`config.mk`:
```
export PLATFORM = sky130hd
export DESIGN_NAME = output_disable_request_detector
export DESIGN_NICKNAME = d
export VERILOG_FILES = /design/src/odr_pkg.sv /design/src/output_disable_request_detector.sv /design/src/sample_prescaler.sv /design/src/pin_detector.sv
export VERILOG_INCLUDE_DIRS = /design/src /design/src/src
export SDC_FILE = /design/constraint.sdc
export NUM_CORES = 1
export LEC_CHECK = 0
export BUFFER_PORTS_ARGS = -buffer_cell sky130_fd_sc_hd__buf_2
export CORE_MARGIN = 2
export CORE_UTILIZATION = 45
export DETAILED_ROUTE_END_ITERATION = 10
export GPL_TIMING_DRIVEN = 0
export PLACE_DENSITY = 0.71
export SYNTH_ARGS = -nofsm -noshare
export SYNTH_HDL_FRONTEND = slang
export SYNTH_SLANG_ARGS = --single-unit
```
`constraint.sdc`:
```
create_clock -name clk -period 2 [get_ports clk]
set_input_delay 0.4 -clock clk [delete_from_list [all_inputs] [get_ports clk]]
set_output_delay 0.4 -clock clk [all_outputs]
set_load 0.03 [all_outputs]
```
`src/odr_defines.svh`:
```
/*
 * Offsets, field positions, reset values and counts of the output disable request detector.
 * Assumes inclusion by bare name from design files; holds definitions only.
 */
`ifndef ODR_DEFINES_SVH
`define ODR_DEFINES_SVH

// ****************************************
// Register map
// ****************************************
`define CSR_ADDR        12'h000
`define CSR_RESET       16'h0000
`define CSR_FLAG_LSB    12
`define CSR_IRQ_EN_BIT  8
`define CSR_RSVD_MSB    11
`define CSR_RSVD_LSB    9
`define CSR_MODE_LSB    0
`define CSR_MODE_W      2

// ****************************************
// Bus answers
// ****************************************
`define RESP_OKAY       2'b00
`define RESP_SLVERR     2'b10

// ****************************************
// Counts
// ****************************************
`define REQ_PINS        4
`define HIZ_PINS        12
`define SAMPLE_RUN      16
`define PRESCALE_W      7

`endif

```
`src/odr_pkg.sv`:
```
/*
 * Types shared by the output disable request detector.
 * Assumes nothing beyond a SystemVerilog compiler.
 */
package odr_pkg;

	// Per-pin input mode field
	typedef enum logic [1:0] {
		MODE_EDGE   = 2'b00,
		MODE_DIV8   = 2'b01,
		MODE_DIV16  = 2'b10,
		MODE_DIV128 = 2'b11
	} sample_mode_t;

endpackage : odr_pkg

```
`src/output_disable_request_detector.sv`:
```
/*
 * Output disable request detector: four active-low request pins, per-pin mode,
 * sticky request flags, interrupt request and a twelve-pin high-impedance force,
 * with the control/status register reached over AXI4-Lite.
 * Assumes request pins synchronous enough for a two-flop synchroniser, one clock,
 * synchronous active-low reset acting as the power-on reset.
 */
`timescale 1ns/1ps
`default_nettype none
`include "odr_defines.svh"

// Notes on behaviour
// - A pin's flag sets when that pin shows the condition its mode field selects, pin 1 in bits 3:2.
// - A flag clears only by writing 0 after reading it as 1; writing 1 does nothing; reset gives 0.
// - Flags of pins 2, 1 and 0 sit at bits 14, 13 and 12 of the control/status register.
// - Pin 3's flag sits at bit 15 and sets on the condition chosen by bits 7:6.
// - Bits 11:9 are reserved, always read 0, and software writes only 0 there.
// - With the enable at bit 8 set, any set flag raises the interrupt request; cleared, none.
// - Mode fields: pin 3 bits 7:6, pin 2 bits 5:4, pin 1 bits 3:2, pin 0 bits 1:0, reset 00.
// - Mode 00 accepts a request on a high-to-low transition of the pin.
// - Modes 01, 10, 11 sample the pin 16 times at clk/8, /16, /128 and accept when all are low.
// - The 16 low samples must be consecutive; one high sample rejects the run.
// - An accepted request on any pin forces all twelve motor timer phase outputs to high impedance.
// - The delay from sampling to high impedance is the same for edge and level detection.
// - High impedance is released only by reset or once all four flags are clear.
module output_disable_request_detector
	import odr_pkg::*;
#(
	parameter int ADDR_W = 12
) (
	input  wire logic                 clk,
	input  wire logic                 rst_n,
	// Request pins, active low
	input  wire logic [`REQ_PINS-1:0] hiz_request_pin_n,
	// Motor timer phase outputs forced off, high while forced
	output var  logic [`HIZ_PINS-1:0] motor_hiz_force,
	output var  logic                 request_irq,
	// AXI4-Lite slave
	input  wire logic [ADDR_W-1:0]    awaddr,
	input  wire logic                 awvalid,
	output var  logic                 awready,
	input  wire logic [31:0]          wdata,
	input  wire logic [3:0]           wstrb,
	input  wire logic                 wvalid,
	output var  logic                 wready,
	output var  logic [1:0]           bresp,
	output var  logic                 bvalid,
	input  wire logic                 bready,
	input  wire logic [ADDR_W-1:0]    araddr,
	input  wire logic                 arvalid,
	output var  logic                 arready,
	output var  logic [31:0]          rdata,
	output var  logic [1:0]           rresp,
	output var  logic                 rvalid,
	input  wire logic                 rready
);

	// Refuse address widths that cannot hold the map
	if (ADDR_W < 3 || ADDR_W > 32) begin : g_bad_addr
		$error("ADDR_W must lie in 3..32");
	end

	localparam logic [ADDR_W-1:0] CSR_ADDR = ADDR_W'(`CSR_ADDR);

	// ****************************************
	// Control and status state
	// ****************************************
	logic [`REQ_PINS-1:0]            flag_q;
	logic [`REQ_PINS-1:0]            flag_d;
	logic [`REQ_PINS-1:0]            armed_q;
	logic [`REQ_PINS-1:0]            clear_hit;
	logic [`REQ_PINS-1:0]            accept;
	logic                            irq_en_q;
	logic [`REQ_PINS*`CSR_MODE_W-1:0] mode_q;
	logic [15:0]                     csr_view;

	// ****************************************
	// Bus slave state
	// ****************************************
	logic [ADDR_W-1:0] awaddr_q;
	logic              aw_full_q;
	logic [31:0]       wdata_q;
	logic [3:0]        wstrb_q;
	logic              w_full_q;
	logic              do_write;
	logic              wr_hit;
	logic              rd_take;
	logic              rd_hit;

	// ****************************************
	// Sampling ticks and per-pin detectors
	// ****************************************
	logic tick_div8;
	logic tick_div16;
	logic tick_div128;

	// Shared prescaler for all pins
	sample_prescaler u_prescaler (
		.clk         (clk),
		.rst_n       (rst_n),
		.tick_div8   (tick_div8),
		.tick_div16  (tick_div16),
		.tick_div128 (tick_div128)
	);

	// One detector per request pin
	for (genvar i = 0; i < `REQ_PINS; i++) begin : g_pin
		pin_detector #(
			.RUN_LEN (`SAMPLE_RUN)
		) u_det (
			.clk         (clk),
			.rst_n       (rst_n),
			.pin_n       (hiz_request_pin_n[i]),
			.mode        (sample_mode_t'(mode_q[i*`CSR_MODE_W +: `CSR_MODE_W])),
			.tick_div8   (tick_div8),
			.tick_div16  (tick_div16),
			.tick_div128 (tick_div128),
			.accept      (accept[i])
		);
	end

	// ****************************************
	// Register view and decode
	// ****************************************

	// Read value; reserved bits forced to zero
	always_comb begin
		csr_view = `CSR_RESET;
		csr_view[`CSR_FLAG_LSB +: `REQ_PINS] = flag_q;
		csr_view[`CSR_RSVD_MSB:`CSR_RSVD_LSB] = '0;
		csr_view[`CSR_IRQ_EN_BIT] = irq_en_q;
		csr_view[`CSR_MODE_LSB +: `REQ_PINS*`CSR_MODE_W] = mode_q;
	end

	// Write and read handshakes and hits
	assign do_write = aw_full_q & w_full_q & ~bvalid;
	assign wr_hit   = ({awaddr_q[ADDR_W-1:2], 2'b00} == CSR_ADDR);
	assign rd_take  = arvalid & arready;
	assign rd_hit   = ({araddr[ADDR_W-1:2], 2'b00} == CSR_ADDR);

	// Flags cleared by a zero written after a read of one
	always_comb begin
		clear_hit = '0;
		if (do_write && wr_hit && wstrb_q[1]) begin
			clear_hit = armed_q & ~wdata_q[`CSR_FLAG_LSB +: `REQ_PINS];
		end
	end

	// New events win over a clear in the same cycle
	assign flag_d = (flag_q & ~clear_hit) | accept;

	// ****************************************
	// Flags and clear arming
	// ****************************************

	// Sticky request flags
	always_ff @(posedge clk) begin
		if (!rst_n) begin
			flag_q <= '0;
		end else begin
			flag_q <= flag_d;
		end
	end

	// A flag read as one arms its clear
	always_ff @(posedge clk) begin
		if (!rst_n) begin
			armed_q <= '0;
		end else if (rd_take && rd_hit) begin
			armed_q <= (armed_q & ~clear_hit) | flag_q;
		end else begin
			armed_q <= armed_q & ~clear_hit & flag_q;
		end
	end

	// ****************************************
	// Control fields
	// ****************************************

	// Mode fields and interrupt enable
	always_ff @(posedge clk) begin
		if (!rst_n) begin
			mode_q   <= '0;
			irq_en_q <= 1'b0;
		end else if (do_write && wr_hit) begin
			if (wstrb_q[0]) begin
				mode_q <= wdata_q[`CSR_MODE_LSB +: `REQ_PINS*`CSR_MODE_W];
			end
			if (wstrb_q[1]) begin
				irq_en_q <= wdata_q[`CSR_IRQ_EN_BIT];
			end
		end
	end

	// ****************************************
	// Outputs to the motor timer and interrupt
	// ****************************************

	// Force held while any flag stands
	always_ff @(posedge clk) begin
		if (!rst_n) begin
			motor_hiz_force <= '0;
		end else begin
			motor_hiz_force <= {`HIZ_PINS{|flag_d}};
		end
	end

	// Interrupt request level
	always_ff @(posedge clk) begin
		if (!rst_n) begin
			request_irq <= 1'b0;
		end else begin
			request_irq <= irq_en_q & (|flag_d);
		end
	end

	// ****************************************
	// AXI4-Lite write channels
	// ****************************************

	// Write address capture
	always_ff @(posedge clk) begin
		if (!rst_n) begin
			awready   <= 1'b1;
			aw_full_q <= 1'b0;
			awaddr_q  <= '0;
		end else if (awvalid && awready) begin
			awready   <= 1'b0;
			aw_full_q <= 1'b1;
			awaddr_q  <= awaddr;
		end else if (do_write) begin
			aw_full_q <= 1'b0;
		end else if (bvalid && bready) begin
			awready <= 1'b1;
		end
	end

	// Write data capture
	always_ff @(posedge clk) begin
		if (!rst_n) begin
			wready   <= 1'b1;
			w_full_q <= 1'b0;
			wdata_q  <= '0;
			wstrb_q  <= '0;
		end else if (wvalid && wready) begin
			wready   <= 1'b0;
			w_full_q <= 1'b1;
			wdata_q  <= wdata;
			wstrb_q  <= wstrb;
		end else if (do_write) begin
			w_full_q <= 1'b0;
		end else if (bvalid && bready) begin
			wready <= 1'b1;
		end
	end

	// Write response
	always_ff @(posedge clk) begin
		if (!rst_n) begin
			bvalid <= 1'b0;
			bresp  <= `RESP_OKAY;
		end else if (do_write) begin
			bvalid <= 1'b1;
			bresp  <= wr_hit ? `RESP_OKAY : `RESP_SLVERR;
		end else if (bready) begin
			bvalid <= 1'b0;
		end
	end

	// ****************************************
	// AXI4-Lite read channels
	// ****************************************

	// Read address take and data answer
	always_ff @(posedge clk) begin
		if (!rst_n) begin
			arready <= 1'b1;
			rvalid  <= 1'b0;
			rdata   <= '0;
			rresp   <= `RESP_OKAY;
		end else if (rd_take) begin
			arready <= 1'b0;
			rvalid  <= 1'b1;
			rdata   <= rd_hit ? {16'h0000, csr_view} : 32'h0000_0000;
			rresp   <= rd_hit ? `RESP_OKAY : `RESP_SLVERR;
		end else if (rvalid && rready) begin
			rvalid  <= 1'b0;
			arready <= 1'b1;
		end
	end

endmodule : output_disable_request_detector

`default_nettype wire

```
`src/sample_prescaler.sv`:
```
/*
 * Free-running prescaler giving one-cycle sampling ticks at clk/8, clk/16 and clk/128.
 * Assumes one clock and a synchronous active-low reset.
 */
`timescale 1ns/1ps
`default_nettype none
`include "odr_defines.svh"

module sample_prescaler (
	input  wire logic clk,
	input  wire logic rst_n,
	output var  logic tick_div8,
	output var  logic tick_div16,
	output var  logic tick_div128
);

	logic [`PRESCALE_W-1:0] count_q;

	// Free-running count
	always_ff @(posedge clk) begin
		if (!rst_n) begin
			count_q <= '0;
		end else begin
			count_q <= count_q + 1'b1;
		end
	end

	// Registered ticks, one clk wide each
	always_ff @(posedge clk) begin
		if (!rst_n) begin
			tick_div8   <= 1'b0;
			tick_div16  <= 1'b0;
			tick_div128 <= 1'b0;
		end else begin
			tick_div8   <= (count_q[2:0] == 3'h7);
			tick_div16  <= (count_q[3:0] == 4'hF);
			tick_div128 <= (count_q == 7'h7F);
		end
	end

endmodule : sample_prescaler

`default_nettype wire

```
`src/pin_detector.sv`:
```
/*
 * One request pin: synchroniser, falling-edge detector and low-level run counter.
 * Assumes sampling ticks from the shared prescaler, synchronous active-low reset.
 */
`timescale 1ns/1ps
`default_nettype none
`include "odr_defines.svh"

module pin_detector
	import odr_pkg::*;
#(
	parameter int RUN_LEN = `SAMPLE_RUN
) (
	input  wire logic         clk,
	input  wire logic         rst_n,
	input  wire logic         pin_n,
	input  wire sample_mode_t mode,
	input  wire logic         tick_div8,
	input  wire logic         tick_div16,
	input  wire logic         tick_div128,
	output var  logic         accept
);

	localparam int RUN_W = $clog2(RUN_LEN);
	localparam logic [RUN_W-1:0] RUN_LAST = RUN_W'(RUN_LEN - 1);

	// Refuse runs the counter cannot serve
	if (RUN_LEN < 2) begin : g_bad_run
		$error("RUN_LEN must be at least 2");
	end

	logic             sync1_q;
	logic             sync2_q;
	logic             prev_q;
	logic [RUN_W-1:0] run_q;
	logic             sample_tick;

	// Two-flop synchroniser and edge history
	always_ff @(posedge clk) begin
		if (!rst_n) begin
			sync1_q <= 1'b1;
			sync2_q <= 1'b1;
			prev_q  <= 1'b1;
		end else begin
			sync1_q <= pin_n;
			sync2_q <= sync1_q;
			prev_q  <= sync2_q;
		end
	end

	// Sampling clock chosen by the mode field
	always_comb begin
		case (mode)
			MODE_DIV8:   sample_tick = tick_div8;
			MODE_DIV16:  sample_tick = tick_div16;
			MODE_DIV128: sample_tick = tick_div128;
			default:     sample_tick = 1'b0;
		endcase
	end

	// Consecutive low samples; one high sample restarts the run
	always_ff @(posedge clk) begin
		if (!rst_n) begin
			run_q <= '0;
		end else if (mode == MODE_EDGE) begin
			run_q <= '0;
		end else if (sample_tick) begin
			if (sync2_q || run_q == RUN_LAST) begin
				run_q <= '0;
			end else begin
				run_q <= run_q + 1'b1;
			end
		end
	end

	// Accept pulse, same one-clk register stage for both detection kinds
	always_ff @(posedge clk) begin
		if (!rst_n) begin
			accept <= 1'b0;
		end else if (mode == MODE_EDGE) begin
			accept <= prev_q & ~sync2_q;
		end else begin
			accept <= sample_tick & ~sync2_q & (run_q == RUN_LAST);
		end
	end

endmodule : pin_detector

`default_nettype wire

```
Word level (Yosys, flattened, before mapping)
Cells that the tools add are included.
{ "op_classes": {"add_sub_neg": 5, "eq_ne": 21, "mux": 30, "bitwise": 30, "n_reduce_logical": 32} }
{ "ops": {"columns": ["cell", "count"], "rows": [
  ["4-bit two-way mux", 6],
  ["4-bit == test, second input constant", 5],
  ["10-bit zero test", 2],
  ["1-bit two-way mux", 17],
  ["4-bit by 1-bit adder with 4-bit output, second input constant", 4],
  ["1-bit bitwise AND", 16],
  ["4-bit bitwise AND", 4],
  ["2-bit == test, second input constant", 8],
  ["16-bit two-way mux", 1],
  ["1-bit one-hot mux with 3 select lines", 4],
  ["2-bit nonzero test", 6],
  ["2-bit by 1-bit == test with 1-bit output, second input constant", 4],
  ["2-bit zero test", 4],
  ["4-bit NOT", 2],
  ["4-bit OR", 2],
  ["2-bit AND reduction", 4],
  ["2-bit OR reduction", 4],
  ["7-bit by 1-bit adder with 7-bit output, second input constant", 1],
  ["7-bit == test, second input constant", 1],
  ["1-bit logical AND", 7],
  ["1-bit NOT", 6],
  ["1-bit logical OR", 4],
  ["2-bit two-way mux", 2],
  ["2-bit by 1-bit != test with 1-bit output, second input constant", 2],
  ["2 further kinds", 2]
]} }
{ "totals": {"reg_bits": 134, "in_bits": 71, "output_inout_bits": 54, "word_cells": 161} }

Longest topological paths before layout
Gate-level depths: netlist of run 1.
{ "depth": {"ltp_word": 10, "depth_mapped": 6, "ltp_nobuf": 5} }

By module
A second synthesis of run 1 with hierarchy kept.
{ "hier_totals": {"cells_unflattened": 497, "area_unflattened_um2": 4473.0} }
{ "by_module_without_submodules": {"columns": ["module", "instances", "cells_per_inst", "area_per_inst_um2", "seq_area_each_um2"], "rows": [
  ["output_disable_request_detector", 1, 311, 2660.1, 1321.3],
  ["pin_detector", 4, 38, 365.4, 160.2],
  ["sample_prescaler", 1, 34, 351.6, 200.2]
]} }

Least setup slack after synthesis of run 1
No wires, ideal clock.
{ "synth_timing": {"path_type": "register -> register", "start": "reg bvalid", "end": "reg, netlist name motor_hiz_force[0]", "setup_time_ns": 0.141, "arrival_ns": 1.357, "t_required_ns": 1.859, "path_slack_ns": 0.503, "stages_incl_launch_ff": 5, "path_buffers": 0, "synth_period_minus_slack_ns": 1.497, "path_cell_list": "dfxtp_1 > and3b_1 > nand4_1 > o22ai_1 > a41oi_1"} }
{ "synth_between": {"elab_chain_cells": 9} }
{ "synth_lines": {"columns": ["element", "line", "rtl"], "rows": [
  ["from (decl)", "output_disable_request_detector.sv:47", "output var logic bvalid,"],
  ["from (signal assigned)", "output_disable_request_detector.sv:260", "bvalid <= 1'b0;"],
  ["from (signal assigned)", "output_disable_request_detector.sv:263", "bvalid <= 1'b1;"],
  ["from (signal assigned)", "output_disable_request_detector.sv:266", "bvalid <= 1'b0;"],
  ["1-bit NOT", "output_disable_request_detector.sv:136", "assign do_write = aw_full_q & w_full_q & ~bvalid;"],
  ["1-bit bitwise AND", "output_disable_request_detector.sv:136", null],
  ["1-bit logical AND (2 in series)", "output_disable_request_detector.sv:144", "if (do_write && wr_hit && wstrb_q[1]) begin"],
  ["4-bit two-way mux", "output_disable_request_detector.sv:144", null],
  ["4-bit NOT", "output_disable_request_detector.sv:150", "assign flag_d = (flag_q & ~clear_hit) | accept;"],
  ["4-bit bitwise AND", "output_disable_request_detector.sv:150", null],
  ["4-bit OR", "output_disable_request_detector.sv:150", null],
  ["4-bit OR reduction", "output_disable_request_detector.sv:204", "motor_hiz_force <= {`HIZ_PINS{|flag_d}};"]
]} }
No other way between the ends.
A chain may end at the register's enable or synchronous reset.

Final worst setup path of run 1
{ "layout_timing": {"start": "reg awaddr_q[5]", "end": "reg, netlist name motor_hiz_force[0]"} }
{ "layout_between": {"elab_chain_cells": 8} }
{ "layout_lines": {"columns": ["element", "line", "rtl"], "rows": [
  ["from (decl)", "output_disable_request_detector.sv:80", "logic [ADDR_W-1:0] awaddr_q;"],
  ["from (signal assigned)", "output_disable_request_detector.sv:230", "awaddr_q <= awaddr;"],
  ["10-bit zero test", "output_disable_request_detector.sv:137", "assign wr_hit = ({awaddr_q[ADDR_W-1:2], 2'b00} == CSR_ADDR);"],
  ["1-bit logical AND (2 in series)", "output_disable_request_detector.sv:144", null],
  ["4-bit two-way mux", "output_disable_request_detector.sv:144", null],
  ["4-bit NOT", "output_disable_request_detector.sv:150", null],
  ["4-bit bitwise AND", "output_disable_request_detector.sv:150", null],
  ["4-bit OR", "output_disable_request_detector.sv:150", null],
  ["4-bit OR reduction", "output_disable_request_detector.sv:204", null]
]} }
No other way between the ends.

==> results of run 1 <==
## metrics by stage
stage / util, % / setup WS (ps) / hold WS, ps
after floorplan: - / 503 / 386
after global placement: 53.3 / 114 / 392
after detailed placement: 53.3 / 96.3 / 396
after CTS: 55.6 / 180 / 199
after global routing: 55.6 / 2.18 / 193
final: 55.6 / 183 / 200
## cell families after synthesis
family / Yosys count / share of synthesized area (%)
simple gates: 182 / 19.9
buf+inv: 56 / 7.77
compound gates: 116 / 15.3
xor+xnor: 8 / 1.63
other cells: 1 / 0.0873
fa+ha+maj: 6 / 1.75
mux: 12 / 3.26
flops: 108 / 50.3
## metal layers
layer	global-route usage (%)	vias up	share of wire, %
met1	23.6	1652	46
met2	32.9	104	47
met3	4.00	14	5.3
met5	0	-	0
met4	7.38	0	1.8
li1	-	1858	-
## power breakdown
part / internal, W / switching (W) / leakage, nW
Combinational: 0.000168 / 0.000286 / 1.14
Clock: 0.000652 / 0.000727 / 0.110
Sequential: 0.00222 / 0.0000480 / 0.880
## flip-flops by register name, summed over array words and instances (netlist names), 4 cells and up
register             cells
g_pin.u_det.run_q       16
flag_q                   4
wdata_q                 13
mode_q                   8
u_prescaler.count_q      7
awaddr_q                10
rdata                   13
g_pin.u_det.sync2_q      4
g_pin.u_det.accept       4
armed_q                  4
g_pin.u_det.prev_q       4
g_pin.u_det.sync1_q      4
## cell usage in the layout (no fill, tap or decap), types with 4 or more instances in the layout
master / synthesis / layout
a21oi_1: 62 / 62
a22oi_1: 9 / 9
a31oi_1: 4 / 4
and2_1: 7 / 7
buf_2: 3 / 81
buf_4: 32 / 32
clkbuf_1: 13 / 13
clkbuf_8: 0 / 11
conb_1: 1 / 21
dfxtp_1: 108 / 108
ha_1: 6 / 6
inv_1: 4 / 4
mux2_4: 4 / 4
mux2i_1: 8 / 8
nand2_1: 79 / 79
nand2b_1: 13 / 13
nand3_1: 19 / 19
nand4_1: 6 / 6
nor2_1: 39 / 39
o21ai_0: 24 / 24
o221ai_1: 7 / 7
o22ai_1: 4 / 4
or3_1: 4 / 4
xnor2_1: 6 / 6
## final timing paths
path / start / end / slack, ps / depth (start not counted)
max reg2reg: awaddr_q[5]$_SDFFE_PN0P_ / motor_hiz_force[0]$_SDFF_PN0_ / 180 / 4
min reg2reg: g_pin[3].u_det.sync1_q$_SDFF_PN1_ / g_pin[3].u_det.sync2_q$_SDFF_PN1_ / 410 / 1
max: awaddr_q[5]$_SDFFE_PN0P_ / motor_hiz_force[0]$_SDFF_PN0_ / 180 / 4
min: hiz_request_pin_n[3] / g_pin[3].u_det.sync1_q$_SDFF_PN1_ / 200 / 2
## repair_timing
item                                    CTS  global route
hold buffers                              0             0
gates resized for setup                   0             0
buffers inserted                          0             0
endpoints found under the setup margin    0             1
## critical path, delay by kind of cell (launching register included)
| family | cells | cell delay, ps |
|---|---|---|
| AND/OR/NAND/NOR | 2 | 780 |
| flip-flops | 1 | 330 |
| AO/OA/AOI/OAI | 2 | 560 |
## final cells by class
cell class / instances / area [um2] / share of cell area (%)
Timing Repair Buffer: 78 / 390 / 7.60
Clock inverter: 5 / 57.6 / 1.12
Inverter: 5 / 18.8 / 0.366
Tap cell: 129 / 161 / 3.14
Buffer: 51 / 315 / 6.14
Multi-Input combinational cell: 345 / 1880 / 36.6
Clock buffer: 11 / 151 / 2.95
Sequential cell: 108 / 2160 / 42.1
==> out/summary.txt, run 1 <==
Htree depth: 3
Synth cell count leaders: dfxtp_1, nand2_1, a21oi_1, nor2_1, buf_4
YS warnings: 0
Die Area: 0.0103 mm2
Max Slew Vio Count: 0
Max_slew headroom: 60.4%
Vias per inst: 4.96
Syn Inst Count: 489
Startpoint types: flip-flop
Unrepaired setup endpoints after global routing: false
Final period util: 90.8%
Post-DRT Antenna Nets: 0
CTS tree: done
GRT Total Usage: 19.2%
Critical-path cell list: nor4_2 > nand4_1 > o22ai_1 > a41oi_1
Avg WL per Cell: 13.0 um
Sink Count: 108
Async SR Flop Fraction: 0%
Yosys reg bits: 108
Final Critical Period: 1820 ps
Fin Setup TNS: 0 ps
Initial DRT Pass Iterations: 4
Die Span Y: 102 um
Post-Syn Area: 0.00430 mm2
CP Capture Type: flip-flop
Fmax: 0.550 GHz
Setup violators final: 0
Finished Layout Cells: 732
Peak VDD IR: 378 uV
CP Max Fanout: 8
Worst skew pair latency: 370 ps
Share of cells above drive strength 1: 23.1%
IO Pins: 125
Share of the synthesized area in the top cell type: 50.3%
# DRC: 0
N_diodes: 0
Critical path data arrival time: 2050 ps
Slowest-stage cell, CP: nand4_1
DP Area: 0.00492 mm2
P_leak: 2.13 nW
Chip Width: 102 um
Top_reg_cell synth: dfxtp_1
Max_cap viols: 0
Drt total wl: 9510 um
Area leader, netlist: dfxtp_1
Final-layout fill cell count: 864
Synthesized area per cell: 8.79 um2
Detailed-placement wirelength estimate: 7110 um
CP Data Required Time: 2230 ps
CTS clk-pin slew, worst paths: 100 ps
Initial antenna violation count: 0
Largest net degree at the start of global routing: 18
Core area: 0.00924 mm2
Most numerous cell in the Yosys netlist: dfxtp_1
Synth top area cells: dfxtp_1, a21oi_1, nand2_1
Routability cong.: 0.809
Hold Vio Cnt, Final: 0
EDFF count, synth: 0
Fin nets: 675
Initial Utilization: 46.5%
Initial DRC count: 122
Outcome: finished, final reports clean
Bufs on Longest Clock Path: 2
First-pass GRT wire length: 15500 um
Cell area power density: 798 mW/mm2
Pwr Total: 0.00410 W
Final instance area: 0.00513 mm2
IO Port Bufs: 78
Clock buffer count from CTS: 9
Register area share after synthesis: 50.3%
Vias in the first global route: 3423
# placed instances: 716
Slew @ Worst Pin: 595 ps
Area growth from synthesis to layout: 19.4%
Clk_skew: 6.92 ps
Congestion Overflow GR: 0
Clock root buffer: clkbuf_8
Netlist cell types: 37
Via count: 3628
Critical Path Max Stage Delay: 400 ps
Rows: 35
Tightest Hold Check Type: primary input to flip-flop
Setup Crit Path Kind: flip-flop to flip-flop
(Power assumes the default switching activity.)
==> inputs of run 2 (changes only) <==
Clock period 2 ns to 2.2 ns, I/O delays scaled along.
==> run 2 against run 1 <==
  * Hold slack gained 44 ps
  * Global-route usage stayed put
  * Die area unchanged
  * Clock power decreased by 9%
  * Clock-buffer cell count stayed put
  * Utilization unchanged
  * Critical path type unchanged
  * Critical endpoint unchanged
  * Largest cell class unchanged
==> out/summary.txt, run 2 (synthesis results as in run 1) <==
Htree depth: 3
Most frequent cells in the layout: dfxtp_1, buf_2, nand2_1
IO Port Bufs: 78
Worst Setup EP: motor_hiz_force[0]$_SDFF_PN0_
Fin Setup TNS: 0 ps
Max_slew headroom: 60.3%
Largest net degree at the start of global routing: 18
Startpoint types: flip-flop
Initial DRC count: 137
Post-CTS Setup Inserts: 0
# DRC: 0
Bufs on Longest Clock Path: 2
FF-to-FF Start: awaddr_q[5]$_SDFFE_PN0P_
Via count: 3634
Worst Reg2Reg Path Length in Cells: 4
Fin nets: 675
Max FFs per register: 16
CTS clk-pin slew, worst paths: 100 ps
Final-layout fill cell count: 864
Initial antenna violation count: 0
Chip Width: 102 um
Flop2flop setup slack: 370 ps
Buffers & Inverters on Critical Path: 0
Max Slew Vio Count: 0
CP Data Required Time: 2430 ps
Critical Path Max Stage Delay: 400 ps
DP Area: 0.00492 mm2
CP startpoint: awaddr_q[5]$_SDFFE_PN0P_
Cts-stage hold buffer count: 0
Critical path data arrival time: 2050 ps
Post-DRT Antenna Nets: 0
Detailed-placement wirelength estimate: 7110 um
Rows: 35
Outcome: finished, final reports clean
Max_cap viols: 0
Avg WL per Cell: 12.9 um
Drt total wl: 9460 um
Hold Vio Cnt, Final: 0
Slowest-stage cell, CP: nand4_1
CP Capture Type: flip-flop
Critical-path cell list: nor4_2 > nand4_1 > o22ai_1 > a41oi_1
N_diodes: 0
Unrepaired setup endpoints after global routing: false
Core area: 0.00924 mm2
Initial Utilization: 46.5%
Vias per inst: 4.96
Peak VDD IR: 342 uV
FF-to-FF End: motor_hiz_force[0]$_SDFF_PN0_
GRT Total Usage: 19.2%
Slew @ Worst Pin: 596 ps
Cell area power density: 724 mW/mm2
Sink Count: 108
Setup Crit Path Kind: flip-flop to flip-flop
Clock buffer count from CTS: 9
CTS tree: done
Initial DRT Pass Iterations: 4
Area growth from synthesis to layout: 19.4%
Final period util: 83.0%
Cts repair resizes: 0
Congestion Overflow GR: 0
CP Max Fanout: 8
Worst path depth: 4
Biggest regs: g_pin.u_det.run_q x16, rdata x13, wdata_q x13
Clock root buffer: clkbuf_8
Setup violators final: 0
Largest Register: g_pin.u_det.run_q
Die Span Y: 102 um
First-pass GRT wire length: 15500 um
Clk_skew: 6.77 ps
Share of cells above drive strength 1: 23.1%
IO Pins: 125
Vias in the first global route: 3423
Most common cell after layout, fill and taps aside: dfxtp_1
Die Area: 0.0103 mm2
P_leak: 2.13 nW
Final Critical Period: 1830 ps
Worst hold path cell count: 2
Worst skew pair latency: 370 ps
Final instance area: 0.00513 mm2
Routability cong.: 0.809
Delay-heaviest family, CP: simple AND/OR/NAND/NOR gates
Tightest Hold Check Type: primary input to flip-flop
Fmax: 0.548 GHz
[run 2: how the worst min path moves through the flow]
stage	slack, ps	startpoint	endpoint
detailed placement	400	g_pin[1].u_det.sync1_q$_SDFF_PN1_	g_pin[1].u_det.sync2_q$_SDFF_PN1_
global route	230	hiz_request_pin_n[3]	g_pin[3].u_det.sync1_q$_SDFF_PN1_
finish	240	hiz_request_pin_n[3]	g_pin[3].u_det.sync1_q$_SDFF_PN1_
floorplan	390	g_pin[0].u_det.sync1_q$_SDFF_PN1_	g_pin[0].u_det.sync2_q$_SDFF_PN1_
global placement	390	g_pin[3].u_det.sync1_q$_SDFF_PN1_	g_pin[3].u_det.sync2_q$_SDFF_PN1_
CTS	240	hiz_request_pin_n[3]	g_pin[3].u_det.sync1_q$_SDFF_PN1_
[run 2: per-layer routing]
layer	part of all wire, %	vias up	GRT usage [%]
met4	2.0	0	7.38
met3	6.6	16	4.00
met5	0	-	0
met2	47	109	32.9
met1	45	1652	23.6
li1	-	1857	-
[run 2: report_power, final]
part           total [W]  switching [W]  internal, W
clock network    0.00125       0.000652     0.000593
logic           0.000413       0.000260     0.000153
registers        0.00206      0.0000437      0.00201
total            0.00372       0.000956      0.00276
[run 2: worst register-to-register path: stages (launching register included)]
cell,delay [ps]
dfxtp_1,330
nor4_2,380
nand4_1,400
o22ai_1,390
a41oi_1,170
[run 2: layout make-up]
type                       instances  area (um2)  area share (%)
clock buffer                      11         151            2.95
timing repair buffer              78         390            7.60
multi-input combinational        345        1880            36.6
sequential                       108        2160            42.1
buffer                            51         315            6.14
clock inverter                     5        57.6            1.12
tap                              129         161            3.14
inverter                           5        18.8           0.366
[run 2: metrics by stage]
step / power [W] / util (%) / setup slack, ps / hold slack, ps / instances
after floorplan: 0.00239 / - / 703 / 386 / 509
after global placement: 0.00250 / 53.3 / 274 / 392 / 716
after detailed placement: 0.00252 / 53.3 / 256 / 396 / 716
after CTS: 0.00374 / 55.6 / 380 / 239 / 732
after global routing: 0.00388 / 55.6 / 184 / 233 / 732
final: 0.00372 / 55.6 / 375 / 245 / 732
==> inputs of run 3 (changes only) <==
Clock period 2.2 ns to 1.8 ns, I/O delays scaled along.
==> run 3 against run 2 <==
  * Power up 23%
  * Highest routed layer unchanged
  * Non-clock buffer count rose by 5
  * Die area did not move
  * Largest power group unchanged
  * Largest cell class unchanged
==> out/summary.txt, run 3 (synthesis results as in run 1) <==
Max FFs per register: 16
GRT Total Usage: 19.3%
Initial antenna violation count: 0
Core area: 0.00924 mm2
Initial DRC count: 134
IO Port Bufs: 78
Final instance area: 0.00517 mm2
Clock root buffer: clkbuf_8
N_diodes: 0
Most common cell after layout, fill and taps aside: dfxtp_1
Slowest-stage cell, CP: nor4_2
Bufs on Longest Clock Path: 2
Tightest Hold Check Type: primary input to flip-flop
Delay-heaviest family, CP: simple AND/OR/NAND/NOR gates
Critical Path Max Stage Delay: 380 ps
Die Area: 0.0103 mm2
Multi-input logic area: 0.00188 mm2
CTS tree: done
Chip Width: 102 um
Share of cells above drive strength 1: 23.7%
Slew @ Worst Pin: 607 ps
Initial Utilization: 46.5%
Hold Vio Cnt, Final: 0
# DRC: 0
GRT Max-Usage Layer: met2
Area growth from synthesis to layout: 20.3%
Max Slew Vio Count: 0
Drt total wl: 9610 um
Fmax: 0.608 GHz
Final period util: 91.4%
WHS: 161 ps
IO Pins: 125
Largest Register: g_pin.u_det.run_q
CP Max Fanout: 6
Via count: 3708
Setup Crit Path Kind: flip-flop to flip-flop
Detailed-placement wirelength estimate: 7110 um
Clock buffer count from CTS: 9
Routability cong.: 0.809
P_leak: 2.15 nW
Startpoint types: flip-flop
Sink Count: 108
Die Span Y: 102 um
Setup violators final: 0
Post-DRT Antenna Nets: 0
Met1 Use GR: 23.7%
Buffers & Inverters on Critical Path: 1
Fin Setup TNS: 0 ps
Grt met3 use: 4.00%
Initial DRT Pass Iterations: 5
Register area: 0.00216 mm2
Largest net degree at the start of global routing: 18
Vias per inst: 5.03
Congestion Overflow GR: 0
CP Data Required Time: 2030 ps
Max_slew headroom: 59.5%
Outcome: finished, final reports clean
Final-layout fill cell count: 861
# placed instances: 716
Critical-path cell list: nor4_2 > nand4_1 > buf_4 > o22ai_1 > a41oi_1
Final Critical Period: 1650 ps
Clk_skew: 11.0 ps
Cell area power density: 882 mW/mm2
CP Capture Type: flip-flop
Avg WL per Cell: 13.0 um
Max_cap viols: 0
Worst skew pair latency: 380 ps
Vias in the first global route: 3474
Worst setup margin: 155 ps
Critical path data arrival time: 1880 ps
First-pass GRT wire length: 15700 um
Dpl ws: -63.7 ps
GR Util met2: 33.3%
Rows: 35
Finished Layout Cells: 737
DP Area: 0.00492 mm2
Most frequent cells in the layout: dfxtp_1, buf_2, nand2_1
Peak VDD IR: 420 uV
CTS clk-pin slew, worst paths: 100 ps
Fin nets: 680
Biggest regs: g_pin.u_det.run_q x16, rdata x13, wdata_q x13
Htree depth: 3
Unrepaired setup endpoints after global routing: false
Cts-stage hold buffer count: 0
-- run 3: cell count changes in the layout (fill, tap and decap cells not counted) --
| cell | delta |
|---|---|
| buf_4 | +5 |
-- run 3: power by group --
part           total (W)  internal, W  switching, W  leakage (nW)
sequential       0.00252      0.00246     0.0000536         0.880
combinational   0.000508     0.000188      0.000320          1.16
clock            0.00154     0.000725      0.000814         0.110
total            0.00456      0.00338       0.00119          2.15
-- run 3: final timing paths --
kind,startpoint,to,slack (ps),depth (start not counted)
setup / recovery,awaddr_q[11]$_SDFFE_PN0P_,motor_hiz_force[0]$_SDFF_PN0_,150,5
hold / removal,hiz_request_pin_n[3],g_pin[3].u_det.sync1_q$_SDFF_PN1_,160,2
setup reg to reg,awaddr_q[11]$_SDFFE_PN0P_,motor_hiz_force[0]$_SDFF_PN0_,150,5
hold reg to reg,g_pin[3].u_det.sync1_q$_SDFF_PN1_,g_pin[3].u_det.sync2_q$_SDFF_PN1_,410,1
-- run 3: layer usage --
metal  part of all wire [%]  vias up  routed length [um]
met3                    5.8       14                 554
met2                     47      111                4490
met4                    1.9        0                 178
met5                      0        -                   0
met1                     46     1717                4380
li1                       -     1866                   -
-- run 3: what timing repair did --
item,in CTS,in global routing
setup endpoints to repair,1,2
gates resized for setup,0,0
pin swaps,1,1
buffers inserted,3,2
-- run 3: layout make-up --
class	count	share of cell area, %
Sequential cell	108	41.8
Multi-Input combinational cell	345	36.3
Timing Repair Buffer	83	8.27
Buffer	51	6.10
Tap cell	129	3.12
Clock buffer	11	2.93
Clock inverter	5	1.11
Inverter	5	0.363
-- run 3: worst register-to-register path, delay by kind of cell (launching register included) --
family / cells / cell delay (ps)
and+or+nand+nor: 2 / 530
DFF: 1 / 340
AOI/OAI and AO/OA: 2 / 440
buffers and inverters: 1 / 190
-- run 3: per-stage QoR --
step / power (W) / utilization (%)
CTS: 0.00457 / 55.8
finish: 0.00456 / 56.0
floorplan: 0.00292 / -
global route: 0.00474 / 56.0
global placement: 0.00306 / 53.3
detailed placement: 0.00307 / 53.3
